===== src/design/monitor_defines.svh =====
// offsets, field positions, reset values and timing figures of the monitor
`ifndef MONITOR_DEFINES_SVH
`define MONITOR_DEFINES_SVH
`define ADDR_TEMP_FLAGS 8'h00
`define ADDR_LOW_BITS 8'h03
`define ADDR_EXT_LOW_BITS 8'h04
`define ADDR_SUPPLY_HIGH 8'h06
`define ADDR_INT_HIGH 8'h07
`define ADDR_EXT_HIGH 8'h08
`define ADDR_SUPPLY_FLAGS 8'h10
`define ADDR_CONFIG1 8'h18
`define ADDR_MODE_CTRL 8'h19
`define ADDR_CONFIG3 8'h1a
`define ADDR_INT_OFFSET 8'h21
`define ADDR_EXT_OFFSET 8'h22
`define CONFIG1_RESET 8'h00
`define MODE_CTRL_RESET 8'h00
`define CONFIG3_RESET 8'h00
`define OFFSET_RESET 8'hd8
`define BIT_MONITOR_EN 0
`define BIT_SINGLE_CHANNEL 4
`define BIT_AVG_DISABLE 5
`define BIT_DAC_10BIT 1
`define BIT_THERM_A 5
`define BIT_THERM_B 6
`define CLK_PERIOD_NS 5.0
`define INT_CONV_US 712.0
`define EXT_CONV_MS 1.51
`define SUPPLY_CONV_US 712.0
`endif


===== src/design/monitor_pkg.sv =====
// types shared by the monitor sequencer and its helpers
package monitor_pkg;
  typedef enum logic [2:0] {
    st_idle = 3'b001,
    st_conv = 3'b010,
    st_store = 3'b100
  } seq_state_type;
  typedef enum logic [1:0] {
    ch_supply = 2'b00,
    ch_internal = 2'b01,
    ch_external = 2'b10
  } channel_type;
endpackage


===== src/design/monitor_sequencer.sv =====
// conversion sequencer, result registers and limit flags of the monitor
`include "monitor_defines.svh"
module monitor_sequencer #(
  parameter int INT_CONV_CYCLES = int'(`INT_CONV_US * 1000.0 / `CLK_PERIOD_NS),
  parameter int EXT_CONV_CYCLES = int'(`EXT_CONV_MS * 1000000.0 / `CLK_PERIOD_NS),
  parameter int SUPPLY_CONV_CYCLES = int'(`SUPPLY_CONV_US * 1000.0 / `CLK_PERIOD_NS),
  parameter int AVG_SAMPLES = 16
) (
  input wire logic ref_clk,
  input wire logic rstn,
  input wire logic [7:0] reg_addr,
  input wire logic [7:0] reg_wdata,
  input wire logic reg_write,
  input wire logic reg_read,
  output logic [7:0] reg_rdata,
  input wire logic txn_active,
  output logic adc_convert,
  output logic adc_reset,
  output monitor_pkg::channel_type adc_channel,
  input wire logic [9:0] adc_data,
  input wire logic signed [7:0] int_limit_high,
  input wire logic signed [7:0] int_limit_low,
  input wire logic signed [7:0] ext_limit_high,
  input wire logic signed [7:0] ext_limit_low,
  input wire logic [7:0] supply_limit_high,
  input wire logic [7:0] supply_limit_low,
  input wire logic [3:0] temp_flag_mask,
  input wire logic [1:0] supply_flag_mask,
  input wire logic alert_active_high,
  output logic alert,
  output logic [9:0] dac_a_code,
  output logic [9:0] dac_b_code,
  output logic dac_a_load,
  output logic dac_b_load
);
  import monitor_pkg::*;
  localparam int CW = 20;

  initial begin
    if (INT_CONV_CYCLES < 1 || EXT_CONV_CYCLES < 1 || SUPPLY_CONV_CYCLES < 1)
      $error("conversion times must be at least one cycle");
    if (INT_CONV_CYCLES >= (1 << CW) || EXT_CONV_CYCLES >= (1 << CW) ||
        SUPPLY_CONV_CYCLES >= (1 << CW))
      $error("conversion time exceeds counter width");
  end

  // reset release through two flops
  logic rst_meta, rst_n;
  always_ff @(posedge ref_clk or negedge rstn) begin
    if (!rstn) begin
      rst_meta <= 1'b0;
      rst_n <= 1'b0;
    end else begin
      rst_meta <= 1'b1;
      rst_n <= rst_meta;
    end
  end

  // software registers
  logic [7:0] config1, mode_ctrl, config3, int_offset, ext_offset;
  // result and flag registers
  logic [7:0] int_high_byte, ext_high_byte, supply_high_byte;
  logic [1:0] int_low_bits, ext_low_bits, supply_low_bits;
  logic [3:0] temp_flags;
  logic [1:0] supply_flags;

  // sequencer state
  seq_state_type state, next_state;
  channel_type channel, next_channel;
  logic [CW-1:0] conv_count;
  logic [9:0] sample;

  // control decode
  wire monitor_en = config1[`BIT_MONITOR_EN];
  wire single_channel_sel = mode_ctrl[`BIT_SINGLE_CHANNEL];
  wire avg_enable = ~mode_ctrl[`BIT_AVG_DISABLE];
  wire channel_sel_lsb = mode_ctrl[0];
  wire channel_sel_mid = mode_ctrl[1];
  wire run = monitor_en && !txn_active;
  wire write_hit = reg_write && !reg_read;

  // channel that the next conversion uses
  channel_type sel_channel;
  assign sel_channel = !channel_sel_mid && !channel_sel_lsb ? ch_supply :
                       !channel_sel_mid ? ch_internal : ch_external;
  channel_type rr_next;
  assign rr_next = (channel == ch_supply) ? ch_internal :
                   (channel == ch_internal) ? ch_external : ch_supply;

  // conversion length per channel
  logic [CW-1:0] conv_len;
  assign conv_len = (channel == ch_internal) ? CW'(INT_CONV_CYCLES) :
                    (channel == ch_external) ? CW'(EXT_CONV_CYCLES) :
                    CW'(SUPPLY_CONV_CYCLES);
  wire conv_end = (state == st_conv) && (conv_count == conv_len - 1'b1);
  wire is_temp = (channel != ch_supply);

  // averaging of temperature conversions
  logic avg_last;
  logic signed [9:0] avg_mean;
  sample_averager #(
    .SAMPLES(AVG_SAMPLES),
    .WIDTH(10)
  ) u_avg (
    .clk(ref_clk),
    .rst_n(rst_n),
    .clear(!run || state == st_idle || !avg_enable),
    .add(conv_end && is_temp && avg_enable),
    .sample(adc_data),
    .last(avg_last),
    .mean(avg_mean)
  );

  // a result is ready at each conversion end, or for averaged temperatures once the averaging window is complete
  wire result_ready = conv_end && (!is_temp || !avg_enable || avg_last);
  wire signed [9:0] next_result = (is_temp && avg_enable) ? avg_mean : adc_data;

  // state transitions
  always_comb begin
    next_state = state;
    next_channel = channel;
    unique case (state)
      st_idle: begin
        if (run) begin
          next_state = st_conv;
          next_channel = single_channel_sel ? sel_channel : channel;
        end
      end
      st_conv: begin
        if (!run) begin
          next_state = st_idle;
        end else if (result_ready) begin
          next_state = st_store;
        end
      end
      st_store: begin
        if (!run) begin
          next_state = st_idle;
        end else begin
          next_state = st_conv;
          next_channel = single_channel_sel ? sel_channel : rr_next;
        end
      end
      default: begin
        next_state = st_idle;
      end
    endcase
  end

  // round robin starts on supply after reset
  always_ff @(posedge ref_clk or negedge rst_n) begin
    if (!rst_n) begin
      state <= st_idle;
      channel <= ch_supply;
    end else begin
      state <= next_state;
      channel <= next_channel;
    end
  end

  // conversion timer restarts with each conversion
  always_ff @(posedge ref_clk or negedge rst_n) begin
    if (!rst_n) begin
      conv_count <= '0;
    end else if (state != st_conv || conv_end || !run) begin
      conv_count <= '0;
    end else begin
      conv_count <= conv_count + 1'b1;
    end
  end

  // hold the finished result for the store cycle
  always_ff @(posedge ref_clk or negedge rst_n) begin
    if (!rst_n) begin
      sample <= '0;
    end else if (result_ready) begin
      sample <= next_result;
    end
  end

  // adc control pins
  always_ff @(posedge ref_clk or negedge rst_n) begin
    if (!rst_n) begin
      adc_convert <= 1'b0;
      adc_reset <= 1'b1;
      adc_channel <= ch_supply;
    end else begin
      adc_convert <= (next_state == st_conv);
      adc_reset <= !run;
      adc_channel <= next_channel;
    end
  end

  // limit comparison: temperatures in quarter degrees as signed 10-bit results, supply on its unsigned high byte
  wire storing = (state == st_store) && run;
  wire signed [9:0] temp_val = sample;
  wire signed [9:0] ih = {int_limit_high, 2'b00};
  wire signed [9:0] il = {int_limit_low, 2'b00};
  wire signed [9:0] eh = {ext_limit_high, 2'b00};
  wire signed [9:0] el = {ext_limit_low, 2'b00};
  wire [3:0] temp_hits = {
    (channel == ch_external) && (temp_val < el),
    (channel == ch_external) && (temp_val > eh),
    (channel == ch_internal) && (temp_val < il),
    (channel == ch_internal) && (temp_val > ih)};
  wire [1:0] supply_hits = {
    (channel == ch_supply) && (sample[9:2] < supply_limit_low),
    (channel == ch_supply) && (sample[9:2] > supply_limit_high)};
  wire [3:0] temp_set = storing ? (temp_hits & ~temp_flag_mask) : 4'h0;
  wire [1:0] supply_set = storing ? (supply_hits & ~supply_flag_mask) : 2'h0;
  wire read_temp_flags = reg_read && (reg_addr == `ADDR_TEMP_FLAGS);
  wire read_supply_flags = reg_read && (reg_addr == `ADDR_SUPPLY_FLAGS);

  // sticky flags clear on read; a new event in the same cycle wins
  always_ff @(posedge ref_clk or negedge rst_n) begin
    if (!rst_n) begin
      temp_flags <= 4'h0;
      supply_flags <= 2'h0;
    end else begin
      temp_flags <= (read_temp_flags ? 4'h0 : temp_flags) | temp_set;
      supply_flags <= (read_supply_flags ? 2'h0 : supply_flags) | supply_set;
    end
  end

  // alert level follows the configured polarity
  wire any_flag = |(temp_flags & ~temp_flag_mask) || |(supply_flags & ~supply_flag_mask);
  always_ff @(posedge ref_clk or negedge rst_n) begin
    if (!rst_n) begin
      alert <= 1'b0;
    end else begin
      alert <= alert_active_high ? any_flag : !any_flag;
    end
  end

  // split result registers, both halves in one cycle
  always_ff @(posedge ref_clk or negedge rst_n) begin
    if (!rst_n) begin
      int_high_byte <= 8'h00;
      int_low_bits <= 2'h0;
      ext_high_byte <= 8'h00;
      ext_low_bits <= 2'h0;
      supply_high_byte <= 8'h00;
      supply_low_bits <= 2'h0;
    end else if (storing) begin
      unique case (channel)
        ch_internal: begin
          int_high_byte <= sample[9:2];
          int_low_bits <= sample[1:0];
        end
        ch_external: begin
          ext_high_byte <= sample[9:2];
          ext_low_bits <= sample[1:0];
        end
        ch_supply: begin
          supply_high_byte <= sample[9:2];
          supply_low_bits <= sample[1:0];
        end
        default: begin
          supply_low_bits <= supply_low_bits;
        end
      endcase
    end
  end

  // thermal dac coding for both temperature outputs
  logic [9:0] code_int, code_ext;
  thermal_dac_coder u_code_int (
    .temp(sample),
    .zero_point(int_offset),
    .ten_bit(config3[`BIT_DAC_10BIT]),
    .code(code_int)
  );
  thermal_dac_coder u_code_ext (
    .temp(sample),
    .zero_point(ext_offset),
    .ten_bit(config3[`BIT_DAC_10BIT]),
    .code(code_ext)
  );

  // dac update on each stored temperature when thermal mode is on
  wire load_a = storing && (channel == ch_internal) && config3[`BIT_THERM_A];
  wire load_b = storing && (channel == ch_external) && config3[`BIT_THERM_B];
  always_ff @(posedge ref_clk or negedge rst_n) begin
    if (!rst_n) begin
      dac_a_code <= 10'h000;
      dac_b_code <= 10'h000;
      dac_a_load <= 1'b0;
      dac_b_load <= 1'b0;
    end else begin
      dac_a_load <= load_a;
      dac_b_load <= load_b;
      if (load_a) begin
        dac_a_code <= code_int;
      end
      if (load_b) begin
        dac_b_code <= code_ext;
      end
    end
  end

  // host writes to control registers
  always_ff @(posedge ref_clk or negedge rst_n) begin
    if (!rst_n) begin
      config1 <= `CONFIG1_RESET;
      mode_ctrl <= `MODE_CTRL_RESET;
      config3 <= `CONFIG3_RESET;
      int_offset <= `OFFSET_RESET;
      ext_offset <= `OFFSET_RESET;
    end else if (write_hit) begin
      if (reg_addr == `ADDR_CONFIG1) config1 <= reg_wdata;
      if (reg_addr == `ADDR_MODE_CTRL) mode_ctrl <= reg_wdata;
      if (reg_addr == `ADDR_CONFIG3) config3 <= reg_wdata;
      if (reg_addr == `ADDR_INT_OFFSET) int_offset <= reg_wdata;
      if (reg_addr == `ADDR_EXT_OFFSET) ext_offset <= reg_wdata;
    end
  end

  // read data selection, unmapped reads zero
  logic [7:0] read_mux;
  assign read_mux =
    (reg_addr == `ADDR_TEMP_FLAGS) ? {4'h0, temp_flags} :
    (reg_addr == `ADDR_LOW_BITS) ? {4'h0, int_low_bits, supply_low_bits} :
    (reg_addr == `ADDR_EXT_LOW_BITS) ? {6'h00, ext_low_bits} :
    (reg_addr == `ADDR_SUPPLY_HIGH) ? supply_high_byte :
    (reg_addr == `ADDR_INT_HIGH) ? int_high_byte :
    (reg_addr == `ADDR_EXT_HIGH) ? ext_high_byte :
    (reg_addr == `ADDR_SUPPLY_FLAGS) ? {6'h00, supply_flags} :
    (reg_addr == `ADDR_CONFIG1) ? config1 :
    (reg_addr == `ADDR_MODE_CTRL) ? mode_ctrl :
    (reg_addr == `ADDR_CONFIG3) ? config3 :
    (reg_addr == `ADDR_INT_OFFSET) ? int_offset :
    (reg_addr == `ADDR_EXT_OFFSET) ? ext_offset : 8'h00;

  // read data registered on the read strobe
  always_ff @(posedge ref_clk or negedge rst_n) begin
    if (!rst_n) begin
      reg_rdata <= 8'h00;
    end else if (reg_read) begin
      reg_rdata <= read_mux;
    end
  end
endmodule


===== src/design/sample_averager.sv =====
// accumulator that averages a fixed count of signed conversion results
module sample_averager #(
  parameter int SAMPLES = 16,
  parameter int WIDTH = 10
) (
  input wire logic clk,
  input wire logic rst_n,
  input wire logic clear,
  input wire logic add,
  input wire logic signed [WIDTH-1:0] sample,
  output logic last,
  output logic signed [WIDTH-1:0] mean
);
  localparam int SHIFT = $clog2(SAMPLES);
  logic signed [WIDTH+SHIFT-1:0] acc;
  logic signed [WIDTH+SHIFT-1:0] total;
  logic [SHIFT-1:0] count;

  initial begin
    if (SAMPLES < 2 || (1 << SHIFT) != SAMPLES) $error("SAMPLES must be a power of two");
  end

  // running total including the sample being added now
  assign total = acc + (WIDTH+SHIFT)'(sample);
  assign last = (count == SHIFT'(SAMPLES - 1));
  assign mean = WIDTH'(total >>> SHIFT);

  // accumulate, restart on clear or after the last sample
  always_ff @(posedge clk or negedge rst_n) begin
    if (!rst_n) begin
      acc <= '0;
      count <= '0;
    end else if (clear || (add && last)) begin
      acc <= '0;
      count <= '0;
    end else if (add) begin
      acc <= total;
      count <= count + 1'b1;
    end
  end
endmodule


===== src/design/thermal_dac_coder.sv =====
// temperature to thermal dac code, clamped at both ends of the span
module thermal_dac_coder (
  input wire logic signed [9:0] temp,
  input wire logic [7:0] zero_point,
  input wire logic ten_bit,
  output logic [9:0] code
);
  logic signed [11:0] diff;
  logic signed [11:0] steps;

  // zero point in whole degrees, scaled to quarter degrees; a set top bit marks a negative start
  assign diff = 12'(temp) - 12'({{2{zero_point[7]}}, zero_point, 2'b00});
  assign steps = ten_bit ? diff : (diff >>> 2);
  // below zero gives 0; past the span the code sticks at full scale
  assign code = steps[11] ? 10'h000 :
                ten_bit ? ((steps > 12'sh3ff) ? 10'h3ff : steps[9:0]) :
                ((steps > 12'sh0ff) ? 10'h0ff : {2'b00, steps[7:0]});
endmodule


===== config.mk =====
export PLATFORM = sky130hd
export DESIGN_NAME = monitor_sequencer
export DESIGN_NICKNAME = d
export VERILOG_FILES = /design/src/design/monitor_pkg.sv /design/src/design/monitor_sequencer.sv /design/src/design/sample_averager.sv /design/src/design/thermal_dac_coder.sv
export VERILOG_INCLUDE_DIRS = /design/src /design/src/design
export SDC_FILE = /design/constraint.sdc
export NUM_CORES = 1
export LEC_CHECK = 0
export ABC_AREA = 1
export BUFFER_PORTS_ARGS = -buffer_cell sky130_fd_sc_hd__buf_2
export CORE_ASPECT_RATIO = 2
export CORE_MARGIN = 8
export CORE_UTILIZATION = 54
export CTS_CLUSTER_DIAMETER = 100
export DETAILED_ROUTE_END_ITERATION = 12
export PLACE_DENSITY = 0.9
export RECOVER_POWER = 100
export SYNTH_ARGS = -nofsm -noshare
export SYNTH_HDL_FRONTEND = slang
export SYNTH_SLANG_ARGS = --single-unit

===== constraint.sdc =====
create_clock -name ref_clk -period 4.7 [get_ports ref_clk]
set_input_delay 0.235 -clock ref_clk [delete_from_list [all_inputs] [get_ports ref_clk]]
set_output_delay 0.235 -clock ref_clk [all_outputs]
set_load 0.01 [all_outputs]

---- After elaboration in Yosys (flattened, before gate mapping) ----
Index checks and enable logic that the tools add are counted.
word-level totals
  bits in registers ....................... 164
  bits of input ports ..................... 86
  output and inout port bits .............. 35
operators by class
  equal/unequal tests ..................... 23
  bitwise operators ....................... 9
  reduce and logical (&&, ||, !) cells .... 53
  mux-type cells .......................... 49
  $add $sub $neg .......................... 6
  $lt $le $gt $ge ......................... 10
operator list
  operator               count
  $mux 8                 14
  $mux 10                9
  $mux 19                2
  $eq 8x5->1 const B     4
  $mux 14                2
  $eq 8x3->1 const B     3
  $gt 11x11->1 const B   2
  $gt 11x9->1 const B    2
  $logic_and 1x1->1      22
  $mux 2                 11
  $sub 10x10->11         2
  $add 20x1->20 const B  1
  $eq 20x20->1           1
  $gt 10x10->1           2
  $lt 10x10->1           2
  $mux 20                1
  $sub 19x1->20 const B  1
  $eq 8x6->1 const B     2
  $mux 4                 4
  $reduce_and 2->1       8
  $add 14x10->14         1
  $mux 3                 3
  $pmux 3 s3             1
  $and 4x4->4            2
  29 further kinds       48

---- Longest topological paths before layout ----
  depth in word-level cells ............... 13
  depth in mapped cells ................... 16

---- By module ----
A second synthesis with hierarchy kept.
second synthesis, totals
  cell total of the unflattened synthesis .. 1461
  area, all modules ....................... 10782.8 um^2
modules (own cells, without submodules)
  module             area each (um^2)  instances  cells each
  monitor_sequencer  8040.2            1          995
  sample_averager    1561.5            1          226
  thermal_dac_coder  590.6             2          120

---- Worst setup path after synthesis ----
OpenSTA, ideal clock, no wires.
  path type ............................... register to register
  start ................................... register sample[2]
  end ..................................... register dac_b_code[1]
  path buffers ............................ 0
  path slack .............................. 2.600 ns
  arrival ................................. 1.976 ns
  period minus slack after synthesis ...... 2.100 ns
  stages on the path, launching flop included .. 17
  setup time .............................. 0.124 ns
  cell sequence ........................... dfrtp_1 -> inv_1 -> ha_1 -> inv_1 -> fa_1 -> nand3_1 -> nand3_1 -> nand2_1 -> nand2_1 -> nand2_1 -> nand2_1 -> nand2_1 -> nand2_1 -> nand3_2 -> clkinv_2 -> o211ai_1 -> nand2_1
on the way
  cells in the longest elaborated chain, start to end .. 6
  elaborated cells between the ends (all ways) .. 8
  classes of those cells .................. 1 x add/sub; 2 x order compare; 5 x mux
RTL lines
  element                                             line                                              RTL
  from (decl)                                         monitor_sequencer.sv:71                           logic [9:0] sample;
  from (signal assigned)                              monitor_sequencer.sv:177                          sample <= next_result;
  $sub 10x10->11 (*)                                  thermal_dac_coder.sv:12                           assign diff = 12'(temp) - 12'({{2{zero_point[7]}}, zero_point, 2'b00});
  $mux 10                                             thermal_dac_coder.sv:13                           assign steps = ten_bit ? diff : (diff >>> 2);
  $gt 11x9->1 / $gt 11x11->1 (equally long branches)  thermal_dac_coder.sv:17, thermal_dac_coder.sv:16
  $mux 8 / $mux 10 (equally long branches)            thermal_dac_coder.sv:17, thermal_dac_coder.sv:16
  $mux 10                                             thermal_dac_coder.sv:16                           ten_bit ? ((steps > 12'sh3ff) ? 10'h3ff : steps[9:0]) :
  $mux 10 (*)                                         thermal_dac_coder.sv:15                           assign code = steps[11] ? 10'h000 :
  to (signal assigned)                                monitor_sequencer.sv:296                          dac_b_code <= code_ext;
  to (decl)                                           monitor_sequencer.sv:32                           output logic [9:0] dac_b_code,
Every way passes the cells marked *; elsewhere a longest branch is shown, timed or not.
A chain may end at the register's enable or synchronous reset.

==> impl_metrics.yaml <==
setup_path:
  worst_ep_required_time_ps: 4830
  path_class: "flip-flop to asynchronous set/reset pin"
  arrival_ps: 3190
  crit_start: "rst_n"
  r2r_start: "rst_n"
  crit_chain: "clkbuf_2"
  max_stage_delay_ps: 1610
  critPathBufInv: 1
  critPathLaunchType: "flip-flop"
  cp_max_fo: 86
  cpMaxStageDelayCell: "clkbuf_2"
  crit_path_end_kind: "asynchronous set/reset pin"
  cp_top_family: "buffers and inverters"
logic_synthesis:
  avgSynthCellArea_um2: 7.66
  synth_ff_type: "dfrtp_1"
  synth_edf_count: 0
  syn_area_um2: 10200
  synthesis.nets: 1499
  synthArstFlopShare_pct: 100
  netlist_instances: 1334
  ys_types: 51
  yosysWarnings: 0
  synth-seq-cells: 164
  yosysSeqAreaShare_pct: 40.3
placement:
  hpwl_um: 21900
  routabilityCongestion: 0.947
  portBuffers: 120
timing:
  slew_headroom_pct: -39.0
  setup_viol: 0
  setup_tns_ps: 0
  skew_ps: 9.98
  finalHoldViolCount: 0
  rsz0062_at_grt: "no"
  tightest_slew_ps: 2090
  period_share_pct: 65.0
  slew_viol_final: 87
  fmax_mhz: 327
  fin_crit_ps: 3060
floorplanning:
  die_y_um: 211
  start_util_pct: 54.8
  coreArea_um2: 18700
  die_w_um: 113
  io_pins: 121
  die_area_um2: 23800
  row_count: 71
final_layout:
  drive_gt1_share_pct: 10.9
  area_delta_synth_final_pct: 11.5
  nFillCells: 1592
  nets: 1624
  post-route-util_pct: 61.1
  antennaDiodeCount: 0
job:
  max_cap_viol_count: 1
global_route:
  antenna_found_initial: 0
  grt_pass1_vias: 9974
  grt_overflow: 0
  grt_usage_pct: 25.3
  grt_start_max_net_pins: 87
  grt_pass1_wl_um: 47600
clock_network:
  post_cts_resized: 0
  cts-root-buf: "clkbuf_16"
  clock_latency_ps: 440
  clock_sinks: 164
  h-tree-depth: 4
  cts.clk_slew.worst_paths_ps: 70
  cts_buffers: 17
  cts_tree: "yes"
  clockBufferDepth: 2
route:
  wl_per_cell_um: 17.2
  vias: 9471
  drt_iter0_markers: 671
  viasPerCell: 5.60
  first_pass_iters: 8
  drcViolationCount: 0
  wirelength_um: 29000
  ant_nets: 0
worst_hold_path:
  min_path_type: "primary input to flip-flop"
  hp-start: "temp_flag_mask[2]"
status:
  violations: "max-capacitance violations, max-slew violations"
  status: "finished with violations"
power:
  ir_drop_v: 0.000191
  power.density_nw_per_um2: 266
  leakagePower_uw: 0.00584
==> synthesized netlist by cell type, types with 3 or more instances <==
library cell,n,area share [%]
inv_1,175,6.4
dfstp_2,10,2.6
o21ai_0,95,4.7
nor2_2,9,0.55
buf_2,6,0.29
o21ai_1,17,0.83
nor3_2,8,0.78
nor2_1,83,3.0
nand3_1,79,3.9
ha_1,76,9.3
a211oi_1,4,0.29
clkbuf_1,11,0.40
nand2_4,3,0.33
a21oi_1,69,3.4
a31oi_1,3,0.18
nand4_1,6,0.37
nor3_1,19,0.93
xor2_1,23,2.0
inv_2,8,0.29
dfrtp_1,154,38
nand2_1,381,14
fa_1,3,0.59
o21bai_1,3,0.22
o211ai_1,9,0.66
nand3b_1,3,0.22
nand3_2,3,0.29
nor2_4,9,0.99
xnor2_1,12,1.0
o21ai_2,8,0.69
nand2_2,16,0.98
or2_2,4,0.24
==> worst paths after layout <==
kind,slack (ps),cells past startpoint,end
worst max-delay path,1640,1,reg_rdata[5]
max in group ref_clk,1870,10,dac_a_code[3]
worst min-delay path,80,4,temp_flags[2]
worst max register to register,1640,1,reg_rdata[5]
worst min register to register,390,0,rst_n
min in group asynchronous,100,2,rst_meta
==> state kept, by name, indices dropped and copies added (netlist names), 3 cells and up <==
signal	flops
state	3
temp_flags	4
u_avg.acc	14
ext_high_byte	8
config1	8
int_high_byte	8
reg_rdata	8
config3	8
dac_a_code	10
int_offset	8
dac_b_code	10
supply_high_byte	8
ext_offset	8
sample	10
mode_ctrl	8
u_avg.count	4
conv_count	20
==> cell families (layout without fill, tap and decap cells) <==
logic type	Yosys count	count (layout)	share of synthesized area, %
adder cells (fa/ha/maj)	79	79	9.89
buffers and inverters	206	344	7.89
flip-flops	164	164	40.3
AND/OR/NAND/NOR	633	633	27.4
XOR/XNOR	35	35	3.00
AO/OA/AOI/OAI	216	216	11.5
other	1	1	0.0367
==> per-layer routing <==
| metal | global-route usage, % | vias up | wire length (µm) | part of all wire [%] |
|---|---|---|---|---|
| met4 | 18.7 | 0 | 1960 | 6.7 |
| met3 | 4.82 | 133 | 1530 | 5.3 |
| met2 | 47.2 | 378 | 15600 | 54 |
| met1 | 23.7 | 4416 | 9910 | 34 |
| li1 | - | 4544 | - | - |
| met5 | 0 | - | 0 | 0 |
==> report_power, final <==
part | switching, µW | internal [µW]
combinational | 148 | 89.3
sequential | 29.2 | 1440
clock | 621 | 706
==> layout by cell type (no fill, tap or decap), types with 5 or more instances in the layout <==
cell,count
nand3_1,81
a21oi_1,69
ha_1,76
inv_1,181
clkbuf_16,17
dfrtp_1,153
nand2_1,392
clkbuf_1,37
xor2_1,23
nor2_2,6
buf_2,84
nand4_1,6
xnor2_1,12
nand2_2,6
o211ai_1,9
nor2_1,95
dfstp_2,10
o21ai_0,114
inv_6,5
nor3_2,6
o21ai_1,6
nor3_1,21
==> cell type report <==
type | count | area [µm²] | share of cell area [%]
Clock buffer | 19 | 443 | 3.89
Clock inverter | 13 | 114 | 0.999
Inverter | 186 | 703 | 6.17
Multi-Input combinational cell | 964 | 5140 | 45.1
Sequential cell | 164 | 4120 | 36.2
Tap cell | 219 | 274 | 2.40
Timing Repair Buffer | 126 | 603 | 5.29
==> through the flow <==
stage	instance area [µm²]	total power [µW]	std cells	hold slack, ps	worst slack [ps]
6_report	11400	3030	1691	84.8	1640
5_1_grt	11400	3130	1691	113	1020
4_1_cts	11600	3040	1691	82.1	2210
3_5_place_dp	11000	1730	1657	26.9	2200
3_3_place_gp	11000	1720	1657	19.4	2260
2_1_floorplan	10200	1630	1334	-60.6	2000
==> timing repair <==
action / in CTS / in global routing
hold buffers: 2 / 0
endpoints found under the setup margin: 0 / 0
buffers inserted: 0 / 0
hold endpoints to repair: 3 / 0
Power figures use the tool's default switching activity.
